--- config.mk ---
export PLATFORM = sky130hd
export DESIGN_NAME = slpc_sleep_controller
export DESIGN_NICKNAME = d
export VERILOG_FILES = /design/src/design/slpc_pkg.sv /design/src/design/slpc_wake_filter.sv /design/src/design/slpc_wake_timer.sv /design/src/design/slpc_sleep_controller.sv
export SDC_FILE = /design/constraint.sdc
export NUM_CORES = 1
export LEC_CHECK = 0
export ABC_AREA = 1
export BUFFER_PORTS_ARGS = -buffer_cell sky130_fd_sc_hd__buf_2
export CAP_MARGIN = 10
export CORE_UTILIZATION = 45
export DETAILED_ROUTE_END_ITERATION = 10
export GPL_ROUTABILITY_DRIVEN = 0
export GPL_TIMING_DRIVEN = 1
export PLACE_DENSITY = 0.76
export SLEW_MARGIN = 5
export SYNTH_ARGS = -nofsm -noshare
export SYNTH_HDL_FRONTEND = slang
export SYNTH_HIERARCHICAL = 1
export SYNTH_SLANG_ARGS = --single-unit
--- constraint.sdc ---
create_clock -name clk -period 4.9 [get_ports clk]
set_input_delay 0.735 -clock clk [delete_from_list [all_inputs] [get_ports clk]]
set_output_delay 0.735 -clock clk [all_outputs]
set_load 0.1 [all_outputs]
--- src/design/slpc_pkg.sv ---
package slpc_pkg;

    // ------------------------------------------------------------------
    // Register map and field layout
    // ------------------------------------------------------------------
    localparam logic [7:0] SLEEP_CONTROL_ADDR  = 8'h00;
    localparam logic [7:0] SLEEP_CONTROL_RESET = 8'h00;
    localparam int         SLEEP_ALLOW_BIT     = 0;
    localparam int         MODE_SELECT_LSB     = 1;
    localparam int         MODE_SELECT_MSB     = 2;
    localparam logic [7:0] READ_ZERO           = 8'h00;

    // ------------------------------------------------------------------
    // Sleep mode codes
    // ------------------------------------------------------------------
    localparam logic [1:0] IDLE_CODE       = 2'h0;
    localparam logic [1:0] STANDBY_CODE    = 2'h1;
    localparam logic [1:0] POWER_DOWN_CODE = 2'h2;
    localparam logic [1:0] RESERVED_CODE   = 2'h3;

    // ------------------------------------------------------------------
    // Timing
    // ------------------------------------------------------------------
    // Wake-up base time in peripheral clock cycles; clk is that clock.
    localparam int         BASE_WAKE_CYCLES = 6;
    localparam logic [2:0] BASE_WAKE_COUNT  = 3'(BASE_WAKE_CYCLES);
    localparam logic [2:0] WAKE_COUNT_FIRST = 3'h1;
    localparam logic [2:0] WAKE_COUNT_STEP  = 3'h1;

    // Brownout active-mode fuse value that holds code until the detector is ready.
    localparam logic [1:0] BROWNOUT_WAIT_CODE = 2'h3;

    // ------------------------------------------------------------------
    // Types
    // ------------------------------------------------------------------
    typedef enum logic [1:0] {
        SLPC_ACTIVE,
        SLPC_ASLEEP,
        SLPC_WAKING
    } slpc_state_t;

    // Interrupt requests that may wake the device, one bit each.
    typedef struct packed {
        logic pin_int;
        logic addr_match;
        logic tick_int;
        logic timer_b_int;
        logic usart_sof;
        logic adc_window;
        logic rtc_int;
        logic other_int;
    } slpc_src_t;

    // Run-in-standby settings of the peripherals and clock sources.
    typedef struct packed {
        logic rtc;
        logic conv_touch;
        logic usart;
        logic timer_b;
        logic main_osc;
        logic rtc_osc;
    } slpc_stby_t;

    // Clock and peripheral enables driven to the rest of the chip.
    typedef struct packed {
        logic cpu_clk;
        logic per_clk;
        logic rtc_run;
        logic adc_run;
        logic usart_run;
        logic timer_b_run;
        logic tick_run;
        logic watchdog_run;
        logic main_osc;
        logic rtc_osc;
        logic low_power_osc;
    } slpc_gate_t;

endpackage

--- src/design/slpc_wake_filter.sv ---
`timescale 1ns/1ps

// ----------------------------------------------------------------------
// Wake source qualification per sleep mode
// ----------------------------------------------------------------------
module slpc_wake_filter (
    // Clock and reset, used by the checks only
    input  wire logic                clk,
    input  wire logic                rst,
    // Mode and configuration
    input  wire logic [1:0]          mode,
    input  wire slpc_pkg::slpc_stby_t stby,
    // Requests and result
    input  wire slpc_pkg::slpc_src_t  src,
    output logic                     wake
);

    slpc_pkg::slpc_src_t allow;
    logic [7:0]          hit;

    // Choose which requests count in the selected mode.
    always_comb begin
        allow = '0;
        case (mode)
            slpc_pkg::IDLE_CODE: begin
                allow = '1;
            end
            slpc_pkg::STANDBY_CODE: begin
                allow.pin_int     = 1'b1;
                allow.addr_match  = 1'b1;
                allow.tick_int    = 1'b1;
                allow.timer_b_int = 1'b1;
                allow.usart_sof   = stby.usart;
                allow.adc_window  = stby.conv_touch;
                allow.rtc_int     = stby.rtc;
            end
            slpc_pkg::POWER_DOWN_CODE: begin
                allow.pin_int   = 1'b1;
                allow.addr_match = 1'b1;
            end
            default: begin
                allow = '0;
            end
        endcase
    end

    // Each request is gated by its own permission bit.
    for (genvar i = 0; i < 8; i++) begin : g_gate
        assign hit[i] = src[i] & allow[i];
    end

    assign wake = |hit;

    property p_power_down_sources;
        @(posedge clk) disable iff (rst)
        (mode == slpc_pkg::POWER_DOWN_CODE && wake) |-> (src.pin_int || src.addr_match);
    endproperty
    a_power_down_sources: assert property (p_power_down_sources) else $error("Power-down woke on a barred source.");

    property p_standby_rtc;
        @(posedge clk) disable iff (rst)
        (mode == slpc_pkg::STANDBY_CODE && !stby.rtc && src == slpc_pkg::slpc_src_t'(8'h02)) |-> !wake;
    endproperty
    a_standby_rtc: assert property (p_standby_rtc) else $error("Standby woke on a stopped counter.");

    property p_idle_any;
        @(posedge clk) disable iff (rst)
        (mode == slpc_pkg::IDLE_CODE) |-> (wake == (|src));
    endproperty
    a_idle_any: assert property (p_idle_any) else $error("Idle missed an enabled request.");

endmodule // slpc_wake_filter

--- src/design/slpc_wake_timer.sv ---
`timescale 1ns/1ps

// ----------------------------------------------------------------------
// Wake-up delay: base cycles, oscillator restart and brownout ready
// ----------------------------------------------------------------------
module slpc_wake_timer (
    // Clock and reset
    input  wire logic clk,
    input  wire logic rst,
    // Sequence control
    input  wire logic start,
    input  wire logic need_osc,
    input  wire logic need_brownout,
    // Readiness from analog side
    input  wire logic osc_ready,
    input  wire logic brownout_ready,
    // Result
    output logic      done
);

    logic [2:0] count;
    logic       busy;
    logic       wait_osc;
    logic       wait_brownout;

    // Count the base cycles; the count saturates so slow sources just hold it.
    always_ff @(posedge clk or posedge rst) begin
        if (rst) begin
            count <= 3'h0;
        end else if (start) begin
            count <= slpc_pkg::WAKE_COUNT_FIRST;
        end else if (busy && count != slpc_pkg::BASE_WAKE_COUNT) begin
            count <= count + slpc_pkg::WAKE_COUNT_STEP;
        end
    end

    // Track the sequence and the conditions latched at its start.
    always_ff @(posedge clk or posedge rst) begin
        if (rst) begin
            busy          <= 1'b0;
            wait_osc      <= 1'b0;
            wait_brownout <= 1'b0;
        end else if (start) begin
            busy          <= 1'b1;
            wait_osc      <= need_osc;
            wait_brownout <= need_brownout;
        end else if (done) begin
            busy <= 1'b0;
        end
    end

    // A ready detector inside the base time adds nothing; a late one extends it.
    assign done = busy && count == slpc_pkg::BASE_WAKE_COUNT
                  && (!wait_osc || osc_ready)
                  && (!wait_brownout || brownout_ready);

    property p_base_time;
        @(posedge clk) disable iff (rst)
        start |-> !done [*6];
    endproperty
    a_base_time: assert property (p_base_time) else $error("Wake finished before the base time.");

    property p_brownout_hold;
        @(posedge clk) disable iff (rst)
        (done && wait_brownout) |-> brownout_ready;
    endproperty
    a_brownout_hold: assert property (p_brownout_hold) else $error("Wake ended before brownout ready.");

    property p_fast_ready;
        @(posedge clk) disable iff (rst)
        (start && !need_osc) ##1 (brownout_ready || !wait_brownout) [*6] |-> done;
    endproperty
    a_fast_ready: assert property (p_fast_ready) else $error("Early brownout ready stretched the wake.");

endmodule // slpc_wake_timer

--- src/design/slpc_sleep_controller.sv ---
// Design decision made here: strobed register access.
`timescale 1ns/1ps

// Contract
// - Idle stops the core clock and keeps every peripheral running.
// - Idle accepts any enabled interrupt as a wake-up.
// - Standby runs a peripheral other than tick and watchdog only when its run-in-standby bit is set.
// - Standby wakes on pin, two-wire match, timer B, tick, and enabled unit interrupts.
// - Power-down keeps only the watchdog running.
// - Power-down wakes only on pin change or two-wire address match.
// - Counter, converter, clock sources and their wakes need run-in-standby in standby.
// - Resume takes six peripheral clock cycles plus main clock restart.
// - Idle keeps the main oscillator running, so no start-up wait.
// - Standby and power-down add oscillator start-up when it was stopped.
// - Power-down keeps only the low-power and counter clocks, when brownout or watchdog use them.
// - Fuse code three holds execution until the brownout detector is ready.
// - Early brownout ready leaves wake time unchanged, late ready extends it.
// - Mode field bits 2:1: idle, standby, power-down; code three reserved.
// - Sleep is entered only when the allow bit is set and sleep executes.
// - Any reset leaves sleep.
// - A waking interrupt is serviced first, then code after sleep continues.
// - A debugger break while asleep returns to active mode.
module slpc_sleep_controller (
    // Clock and reset
    input  wire logic                 clk,
    input  wire logic                 rst,
    // Register port
    input  wire logic [7:0]           reg_addr,
    input  wire logic [7:0]           reg_wdata,
    input  wire logic                 reg_wr,
    input  wire logic                 reg_rd,
    output logic [7:0]                reg_rdata,
    // Core interface
    input  wire logic                 sleep_instr,
    input  wire logic                 debug_break,
    output logic                      cpu_halt,
    output logic                      resume,
    // Wake requests and configuration
    input  wire slpc_pkg::slpc_src_t  wake_src,
    input  wire slpc_pkg::slpc_stby_t run_in_standby,
    input  wire logic [1:0]           brownout_config_fuse,
    input  wire logic                 low_power_osc_req,
    input  wire logic                 rtc_clk_req,
    // Analog readiness
    input  wire logic                 main_osc_ready,
    input  wire logic                 brownout_ready,
    // Gating outputs
    output slpc_pkg::slpc_gate_t      gate
);

    // ------------------------------------------------------------------
    // Declarations
    // ------------------------------------------------------------------
    logic [1:0]            sleep_mode_select;
    logic                  sleep_allow_bit;
    logic [1:0]            sleep_mode_held;
    slpc_pkg::slpc_state_t state;
    slpc_pkg::slpc_state_t next_state;
    slpc_pkg::slpc_gate_t  next_gate;
    logic                  wake_req;
    logic                  wake_start;
    logic                  wake_done;
    logic                  enter;
    logic                  mode_legal;
    logic                  need_osc;
    logic                  need_brownout;
    logic                  ctrl_hit;

    // ------------------------------------------------------------------
    // Register port
    // ------------------------------------------------------------------
    assign ctrl_hit = reg_addr == slpc_pkg::SLEEP_CONTROL_ADDR;

    // Plain write, no unlock sequence; the upper bits are not stored at all.
    always_ff @(posedge clk or posedge rst) begin
        if (rst) begin
            sleep_allow_bit   <= slpc_pkg::SLEEP_CONTROL_RESET[slpc_pkg::SLEEP_ALLOW_BIT];
            sleep_mode_select <= slpc_pkg::SLEEP_CONTROL_RESET[slpc_pkg::MODE_SELECT_MSB:slpc_pkg::MODE_SELECT_LSB];
        end else if (reg_wr && ctrl_hit) begin
            sleep_allow_bit   <= reg_wdata[slpc_pkg::SLEEP_ALLOW_BIT];
            sleep_mode_select <= reg_wdata[slpc_pkg::MODE_SELECT_MSB:slpc_pkg::MODE_SELECT_LSB];
        end
    end

    // Read data stand one cycle after the strobe; unmapped addresses read zero.
    always_ff @(posedge clk or posedge rst) begin
        if (rst) begin
            reg_rdata <= slpc_pkg::READ_ZERO;
        end else if (reg_rd && ctrl_hit) begin
            reg_rdata <= {5'h00, sleep_mode_select, sleep_allow_bit};
        end else begin
            reg_rdata <= slpc_pkg::READ_ZERO;
        end
    end

    // ------------------------------------------------------------------
    // Entry and wake decisions
    // ------------------------------------------------------------------
    // The reserved mode code is refused so the core never halts in an undefined state.
    assign mode_legal = sleep_mode_select != slpc_pkg::RESERVED_CODE;
    assign enter      = state == slpc_pkg::SLPC_ACTIVE && sleep_instr && sleep_allow_bit && mode_legal;

    // The oscillator wait applies only when the main source was really stopped.
    assign need_osc = (sleep_mode_held == slpc_pkg::STANDBY_CODE && !run_in_standby.main_osc)
                      || sleep_mode_held == slpc_pkg::POWER_DOWN_CODE;
    assign need_brownout = brownout_config_fuse == slpc_pkg::BROWNOUT_WAIT_CODE;

    slpc_wake_filter u_filter (
        .clk  (clk),
        .rst  (rst),
        .mode (sleep_mode_held),
        .stby (run_in_standby),
        .src  (wake_src),
        .wake (wake_req)
    );

    // A debugger break counts as a wake even with nothing pending.
    assign wake_start = state == slpc_pkg::SLPC_ASLEEP && (wake_req || debug_break);

    slpc_wake_timer u_timer (
        .clk       (clk),
        .rst       (rst),
        .start     (wake_start),
        .need_osc       (need_osc),
        .need_brownout  (need_brownout),
        .osc_ready      (main_osc_ready),
        .brownout_ready (brownout_ready),
        .done           (wake_done)
    );

    // Keep the mode that was entered, so late register traffic cannot alter the sleep.
    always_ff @(posedge clk or posedge rst) begin
        if (rst) begin
            sleep_mode_held <= slpc_pkg::IDLE_CODE;
        end else if (enter) begin
            sleep_mode_held <= sleep_mode_select;
        end
    end

    // ------------------------------------------------------------------
    // Power state machine
    // ------------------------------------------------------------------
    always_comb begin
        next_state = state;
        case (state)
            slpc_pkg::SLPC_ACTIVE: begin
                if (enter) begin
                    next_state = slpc_pkg::SLPC_ASLEEP;
                end
            end
            slpc_pkg::SLPC_ASLEEP: begin
                if (wake_start) begin
                    next_state = slpc_pkg::SLPC_WAKING;
                end
            end
            slpc_pkg::SLPC_WAKING: begin
                if (wake_done) begin
                    next_state = slpc_pkg::SLPC_ACTIVE;
                end
            end
            default: begin
                next_state = slpc_pkg::SLPC_ACTIVE;
            end
        endcase
    end

    // Reset forces active mode from any sleep.
    always_ff @(posedge clk or posedge rst) begin
        if (rst) begin
            state <= slpc_pkg::SLPC_ACTIVE;
        end else begin
            state <= next_state;
        end
    end

    // The core resumes one cycle after wake; it takes the pending handler first.
    always_ff @(posedge clk or posedge rst) begin
        if (rst) begin
            resume <= 1'b0;
        end else begin
            resume <= state == slpc_pkg::SLPC_WAKING && wake_done;
        end
    end

    assign cpu_halt = state != slpc_pkg::SLPC_ACTIVE;

    // ------------------------------------------------------------------
    // Clock and peripheral gating
    // ------------------------------------------------------------------
    // Gates follow the next state, so they switch in the same edge as the state.
    always_comb begin
        next_gate = '1;
        if (next_state == slpc_pkg::SLPC_ASLEEP) begin
            next_gate.cpu_clk = 1'b0;
            case (enter ? sleep_mode_select : sleep_mode_held)
                slpc_pkg::IDLE_CODE: begin
                    next_gate.cpu_clk = 1'b0;
                end
                slpc_pkg::STANDBY_CODE: begin
                    next_gate.per_clk   = 1'b0;
                    next_gate.rtc_run   = run_in_standby.rtc;
                    next_gate.adc_run     = run_in_standby.conv_touch;
                    next_gate.usart_run   = run_in_standby.usart;
                    next_gate.timer_b_run = run_in_standby.timer_b;
                    next_gate.main_osc  = run_in_standby.main_osc;
                    next_gate.rtc_osc   = run_in_standby.rtc_osc;
                end
                slpc_pkg::POWER_DOWN_CODE: begin
                    next_gate           = '0;
                    next_gate.watchdog_run  = 1'b1;
                    next_gate.low_power_osc = low_power_osc_req;
                    next_gate.rtc_osc   = rtc_clk_req;
                end
                default: begin
                    next_gate.cpu_clk = 1'b0;
                end
            endcase
        end
    end

    always_ff @(posedge clk or posedge rst) begin
        if (rst) begin
            gate <= '1;
        end else begin
            gate <= next_gate;
        end
    end

    // ------------------------------------------------------------------
    // Checks
    // ------------------------------------------------------------------
    property p_entry_needs_allow;
        @(posedge clk) disable iff (rst)
        $rose(state == slpc_pkg::SLPC_ASLEEP) |-> $past(sleep_instr) && $past(sleep_allow_bit);
    endproperty
    a_entry_needs_allow: assert property (p_entry_needs_allow) else $error("Slept without allow bit.");

    property p_write_no_change;
        @(posedge clk) disable iff (rst)
        (state == slpc_pkg::SLPC_ACTIVE && reg_wr && !sleep_instr) |=> state == slpc_pkg::SLPC_ACTIVE;
    endproperty
    a_write_no_change: assert property (p_write_no_change) else $error("A write changed the power state.");

    property p_idle_gates;
        @(posedge clk) disable iff (rst)
        (state == slpc_pkg::SLPC_ASLEEP && sleep_mode_held == slpc_pkg::IDLE_CODE)
            |-> !gate.cpu_clk && gate.per_clk && gate.main_osc && gate.adc_run;
    endproperty
    a_idle_gates: assert property (p_idle_gates) else $error("Idle gating wrong.");

    property p_power_down_gates;
        @(posedge clk) disable iff (rst)
        (state == slpc_pkg::SLPC_ASLEEP && sleep_mode_held == slpc_pkg::POWER_DOWN_CODE)
            |-> gate.watchdog_run && !gate.per_clk && !gate.main_osc && !gate.rtc_run;
    endproperty
    a_power_down_gates: assert property (p_power_down_gates) else $error("Power-down gating wrong.");

    property p_standby_rtc;
        @(posedge clk) disable iff (rst)
        (state == slpc_pkg::SLPC_ASLEEP && sleep_mode_held == slpc_pkg::STANDBY_CODE && $stable(run_in_standby))
            |-> gate.rtc_run == run_in_standby.rtc && gate.main_osc == run_in_standby.main_osc;
    endproperty
    a_standby_rtc: assert property (p_standby_rtc) else $error("Standby gate ignores run setting.");

    property p_break_wakes;
        @(posedge clk) disable iff (rst)
        (state == slpc_pkg::SLPC_ASLEEP && debug_break) |=> state == slpc_pkg::SLPC_WAKING;
    endproperty
    a_break_wakes: assert property (p_break_wakes) else $error("Break did not wake.");

    property p_idle_wake_time;
        @(posedge clk) disable iff (rst)
        (wake_start && sleep_mode_held == slpc_pkg::IDLE_CODE && !need_brownout) |=> ##6 state == slpc_pkg::SLPC_ACTIVE;
    endproperty
    a_idle_wake_time: assert property (p_idle_wake_time) else $error("Idle wake not six cycles.");

    property p_resume_after_wake;
        @(posedge clk) disable iff (rst)
        resume |-> state == slpc_pkg::SLPC_ACTIVE && $past(state) == slpc_pkg::SLPC_WAKING;
    endproperty
    a_resume_after_wake: assert property (p_resume_after_wake) else $error("Resume without wake.");

    property p_reset_active;
        @(posedge clk)
        $past(rst) |-> state == slpc_pkg::SLPC_ACTIVE && !cpu_halt;
    endproperty
    a_reset_active: assert property (p_reset_active) else $error("Reset left the core halted.");

    property p_power_down_low_osc;
        @(posedge clk) disable iff (rst)
        (state == slpc_pkg::SLPC_ASLEEP && sleep_mode_held == slpc_pkg::POWER_DOWN_CODE && $stable(low_power_osc_req))
            |-> gate.low_power_osc == low_power_osc_req;
    endproperty
    a_power_down_low_osc: assert property (p_power_down_low_osc) else $error("Power-down low-power clock wrong.");

endmodule // slpc_sleep_controller

==> out/results.ini, run 1 <==
[power]
ir_drop_mv=0.1610
p_leak_nw=0.8881
power.density_nw_per_um2=226.7

[cells_and_area]
drive_gt1_share_pct=33.94
final_area_um2=1615
nets=265
num-fill-cells=272
diodes=0
syn2layout_area_growth_pct=20.88

[cts]
cts_root_buf=clkbuf_4
cts_buffer_depth=2
cts_num_sinks=27
clkLatencyLatePin_ns=0.32
clk_pin_slew_ns=0.14
cts_resized=0
cts_buffers=3
hold_buffers=0
post-cts-setup-buffer-count=0
htreeDepth=1
cts_tree=yes

[grt]
track_usage_pct=16.34
grt_overflow=0
globalRoute.busiestLayer=met2
grt_first_pass_wirelength_mm=3.995
grt_pass1_vias=1007
use_met1_pct=18.62
antenna_found_initial=0
gr-usage-met2_pct=28.40
grt_max_degree=22
met3_usage_pct=2.995

[yosys]
syn_avg_cell_area_um2=8.050
synth_top_cell_area_share_pct=31.84
synthArstFlopShare_pct=100.0
synthesis.instances=166
ys_types=21
synth_area_leader_cell=dfrtp_1
synth-edff-count=0
synth_ff_type=dfrtp_1
synth_area_leaders=dfrtp_1 (32%), dfstp_2 (20%), nand2_1 (14%)
yosysMostFrequentCell=nand2_1
netlist_area_um2=1336
ys_ff_latch=27
ys_top_cells_by_count=nand2_1 (51), inv_1 (22), nor2_1 (22)
yosys_warnings=6
ys_seq_area_share_pct=51.50

[timing]
setup_violations=0
period_needed_ns=2.017
rsz0062_at_grt=false
worst_pin_slew_ns=0.7330
finalHoldViolations=0
fmax_ghz=0.4958
slew_headroom_pct=51.08
fin_crit_sh_pct=41.17
tns_ns=0
finalClockSkew_ns=0.005819
slew_viol_final=0

[place]
place_area_um2=1589
io_buffers=51
dp_hpwl_mm=1.874

[route]
wire_per_inst_um=9.406
dr.pass1.iters=4
finalWirelength_mm=2.342
avgViaCountPerCell=4.562
antenna_left=0
drc=0
via_count=1136
drt-initial-drc-count=16

[floorplan]
rows=19
initial_core_util_pct=48.04
die_x_um=56.50
num_io_pins=63
core_area_um2=2781
die_h_um=56.50
fp.dieArea_um2=3192

[setup_path]
cp_max_fo=1
worstPathCellList=buf_2
cpMaxStageDelayCell=dfstp_2
crit_required_ns=4.16
timing_worst_setup_path_type=register to output port
cp-start-kind=register
crit_family=flip-flops
slowest_delay_ns=0.54
end_kind=output port
cp.arrival_ns=1.28
critPathBufInv=1

[job]
maxCapViolCount=0

[min_path]
hold_path.class=primary input to async pin

[run_status]
status=finished, final reports clean

cell type report:
type                            count  area [um2]  area share [%]
Sequential cell                    27       688.2           42.60
Multi-Input combinational cell    111       513.0           31.76
Timing Repair Buffer               51       255.2           15.80
Inverter                           25       93.84           5.809
Tap cell                           31       38.79           2.401
Clock buffer                        4       26.28           1.627
report_power, final:
group | switching (mW) | leakage, nW | internal [mW] | total (mW)
registers | 0.00109 | 0.332 | 0.225 | 0.226
clock network | 0.0636 | 0.0150 | 0.0319 | 0.0955
logic | 0.0324 | 0.541 | 0.0127 | 0.0451
registers in the layout, summed over array words and instances (netlist names), 2 cells and up:
name               count
state                  2
sleep_mode_select      2
sleep_mode_held        2
u_timer/count          3
gate                  10
reg_rdata              3
layout by cell type, fill, tap and decap left out, drive strengths merged:
cell type / n
a21oi: 7
o21ai: 8
ha: 4
nand4: 2
buf: 51
inv: 25
conb: 6
a21boi: 1
nand3: 5
or2: 1
nand3b: 1
dfrtp: 17
nor2: 23
clkbuf: 4
dfstp: 10
nand2: 53
metrics by stage:
| stage | utilization [%] | cells | worst slack [ns] | hold slack, ns | total power, mW |
|---|---|---|---|---|---|
| after floorplan | - | 170 | 3.125 | 0.4422 | 0.2619 |
| after global placement | 57.13 | 245 | 2.848 | 0.4596 | 0.2747 |
| after detailed placement | 57.13 | 245 | 2.798 | 0.4642 | 0.2752 |
| after CTS | 58.07 | 249 | 2.872 | 0.2960 | 0.3704 |
| after global routing | 58.07 | 249 | 2.816 | 0.3065 | 0.3842 |
| final | 58.07 | 249 | 2.883 | 0.2972 | 0.3662 |
metal layers:
metal  share of wire [%]  wire, um
met5                   0         0
met4                 2.0        46
met3                 4.8       112
met2                  51      1185
met1                  43       998
worst paths after layout:
| check | start | endpoint | slack [ns] | cells past startpoint |
|---|---|---|---|---|
| worst max-delay path | gate[4]$_DFF_PP1_ | gate[4] | 2.88 | 1 |
| worst min-delay path | rst | u_timer/count[0]$_DFFE_PP0P_ | 0.30 | 2 |
| worst max register to register | state[1]$_DFF_PP0_ | gate[8]$_DFF_PP1_ | 3.08 | 8 |
| worst min register to register | u_timer/wait_brownout$_DFFE_PP0P_ | u_timer/wait_brownout$_DFFE_PP0P_ | 0.49 | 2 |
| max in group asynchronous | rst | sleep_mode_select[1]$_DFFE_PP0P_ | 3.92 | 2 |
| min in group clk | u_timer/wait_brownout$_DFFE_PP0P_ | u_timer/wait_brownout$_DFFE_PP0P_ | 0.49 | 2 |
kinds of logic after synthesis:
kind of cell	synth area share, %
buffers and inverters	11.24
AO/OA/AOI/OAI	6.741
adder cells (fa/ha/maj)	3.745
other	0.5620
AND/OR/NAND/NOR	26.22
flip-flops	51.50
Power figures use the tool's default switching activity.
==> run 2: changes to the inputs <==
- CORE_UTILIZATION: 45 -> 41
- PLACE_DENSITY: 0.76 -> 0.73
- clock period: 4.9 -> 1.8 ns (I/O delays scaled with it)
==> run 2 against run 1 <==
First-iteration DRC count increased by 130%; wire length up 0.68%; worst setup slack got worse by 2.7 ns; power grew to 2.7 times the previous value; flip-flop and latch count did not move; clock power rose to 2.7 times the previous value; sequential share of layout area fell by 1.9 points; cell count increased by 6.8%; global-route usage fell by 2.1 points; count of clock-buffer cells in the layout stayed put; critical endpoint is now gate[8]$_DFF_PP1_.
==> out/results.ini, run 2 (same netlist as run 1, synthesis figures left out) <==
[setup_path]
critPathBufInv=1
cp.arrival_ns=1.92
r2r-start=state[1]$_DFF_PP0_
end_kind=register
cp_max_fo=8
reg2reg_depth=8
crit_required_ns=2.06
cpMaxStageDelayCell=dfrtp_1
reg2reg_slack_ns=0.13
cp-start-kind=register
crit_start=state[1]$_DFF_PP0_
worstPathCellList=nor2_4, nand4_4, nand2_1, o21ai_0, ha_2, buf_4, a21oi_1, nand2_1
timing.rr.end=gate[8]$_DFF_PP1_
crit_family=simple AND/OR/NAND/NOR gates
timing_worst_setup_path_type=register to register
slowest_delay_ns=0.44
cp_common_cell=nand2_1

[timing]
rsz0062_at_grt=false
slew_viol_final=0
finalHoldViolations=0
period_needed_ns=1.666
tns_ns=0
finalClockSkew_ns=0.005157
setup_violations=0
fin_crit_sh_pct=92.53
fmax_ghz=0.6004

[place]
dp_cells=261
io_buffers=51
dp_hpwl_mm=1.941

[power]
ir_drop_mv=0.2420
p_sw_uw=262.2
pwr-share-comb_pct=12.7
internal-power_uw=735.5
power_frac_clock_pct=25.6
power.density_nw_per_um2=590.2
p_leak_nw=0.9037
switching_share_pct=26.28
pwr-share-seq_pct=61.6

[min_path]
hold_path.class=primary input to register
min_from=low_power_osc_req
whs_path_depth=3
whs_endpoint=gate[0]$_DFF_PP1_

[grt]
grt_overflow=0
grt_max_degree=15
grt_first_pass_wirelength_mm=3.753
grt_pass1_vias=946
antenna_found_initial=0
track_usage_pct=14.25

[cells_and_area]
drive_gt1_share_pct=35.59
diodes=0
reg_top3=gate: 10 flops, reg_rdata: 3 flops, u_timer/count: 3 flops
fin_cells=266
syn2layout_area_growth_pct=26.50
nets=269
top_register=gate
mostFrequentLayoutCells=nand2_1 (51), buf_2 (51), inv_1 (22), nor2_1 (21), dfrtp_1 (17)
largest_register_ffs=10

[job]
maxCapViolCount=0

[floorplan]
rows=20
die_x_um=59.09
num_io_pins=63
die_h_um=59.09
fp.dieArea_um2=3492
core_area_um2=3078
initial_core_util_pct=43.41

[route]
wire_per_inst_um=8.865
finalWirelength_mm=2.358
avgViaCountPerCell=4.282
via_count=1139
drc=0
dr.pass1.iters=4
antenna_left=0
drt-initial-drc-count=37

[cts]
cts_tree=yes
post-cts-setup-buffer-count=0
htreeDepth=1
cts_num_sinks=27
clkLatencyLatePin_ns=0.32
cts_root_buf=clkbuf_4
clk_pin_slew_ns=0.14
cts_buffers=3
cts_buffer_depth=2

[run_status]
status=finished, final reports clean

==> run 2: cell count changes in the layout (fill, tap and decap cells not counted), sizes merged <==
cell,delta
buf,+3
dlygate4sd3,+1
==> run 2: power by group through the flow <==
stage	Clock, mW	Sequential, mW	Combinational, mW
3_3_place_gp	0	0.625	0.126
3_5_place_dp	0	0.625	0.127
5_1_grt	0.286	0.616	0.139
6_report	0.256	0.615	0.127
4_1_cts	0.263	0.615	0.129
2_1_floorplan	0	0.624	0.0887
==> run 2: repair_timing <==
item | CTS | global route
setup endpoints to repair | 2 | 7
pin swaps | 0 | 0
hold endpoints to repair | 17 | 0
hold buffers | 1 | 0
cloned | 0 | 0
gates resized for setup | 1 | 5
==> run 2: worst reg2reg max path, stage by stage, from the launching register on <==
cell	delay [ns]
dfrtp_1	0.44
nor2_4	0.16
nand4_4	0.15
nand2_1	0.11
o21ai_0	0.12
ha_2	0.23
buf_4	0.15
a21oi_1	0.16
nand2_1	0.07
==> run 2: how the worst max path moves through the flow <==
stage,end,slack (ns),cells after the start
after floorplan,gate[2]$_DFF_PP1_,0.26,8
after global placement,gate[8]$_DFF_PP1_,0.10,8
after detailed placement,gate[8]$_DFF_PP1_,0.04,8
after CTS,gate[8]$_DFF_PP1_,0.004,8
after global routing,gate[2]$_DFF_PP1_,0.007,8
final,gate[8]$_DFF_PP1_,0.13,8
==> run 2: layer usage <==
| metal | part of all wire, % | GRT usage [%] |
|---|---|---|
| met5 | 0 | 0 |
| met4 | 1.0 | 4.082 |
| met3 | 4.7 | 2.620 |
| met2 | 51 | 24.84 |
| met1 | 43 | 18.05 |
==> run 2: layout make-up <==
| class | instances | area [um2] |
|---|---|---|
| fillers | 298 | 1388 |
| multi-input cells | 111 | 539.3 |
| flip-flops and latches | 27 | 688.2 |
| well taps | 44 | 55.05 |
| clock buffers | 4 | 26.28 |
| repair buffers | 55 | 287.8 |
| inverters | 25 | 93.84 |
==> run 2: through the flow <==
| stage | hold slack, ns | area (um2) | setup WS [ns] | util [%] | total power, mW |
|---|---|---|---|---|---|
| 2_1_floorplan | 0.06096 | 1351 | 0.2562 | - | 0.7129 |
| 3_3_place_gp | 0.2031 | 1628 | 0.1042 | 52.89 | 0.7503 |
| 3_5_place_dp | 0.2043 | 1628 | 0.03818 | 52.89 | 0.7515 |
| 4_1_cts | 0.1379 | 1667 | 0.003521 | 54.15 | 1.006 |
| 5_1_grt | 0.1272 | 1690 | 0.007109 | 54.92 | 1.040 |
| 6_report | 0.1384 | 1690 | 0.1345 | 54.92 | 0.9977 |
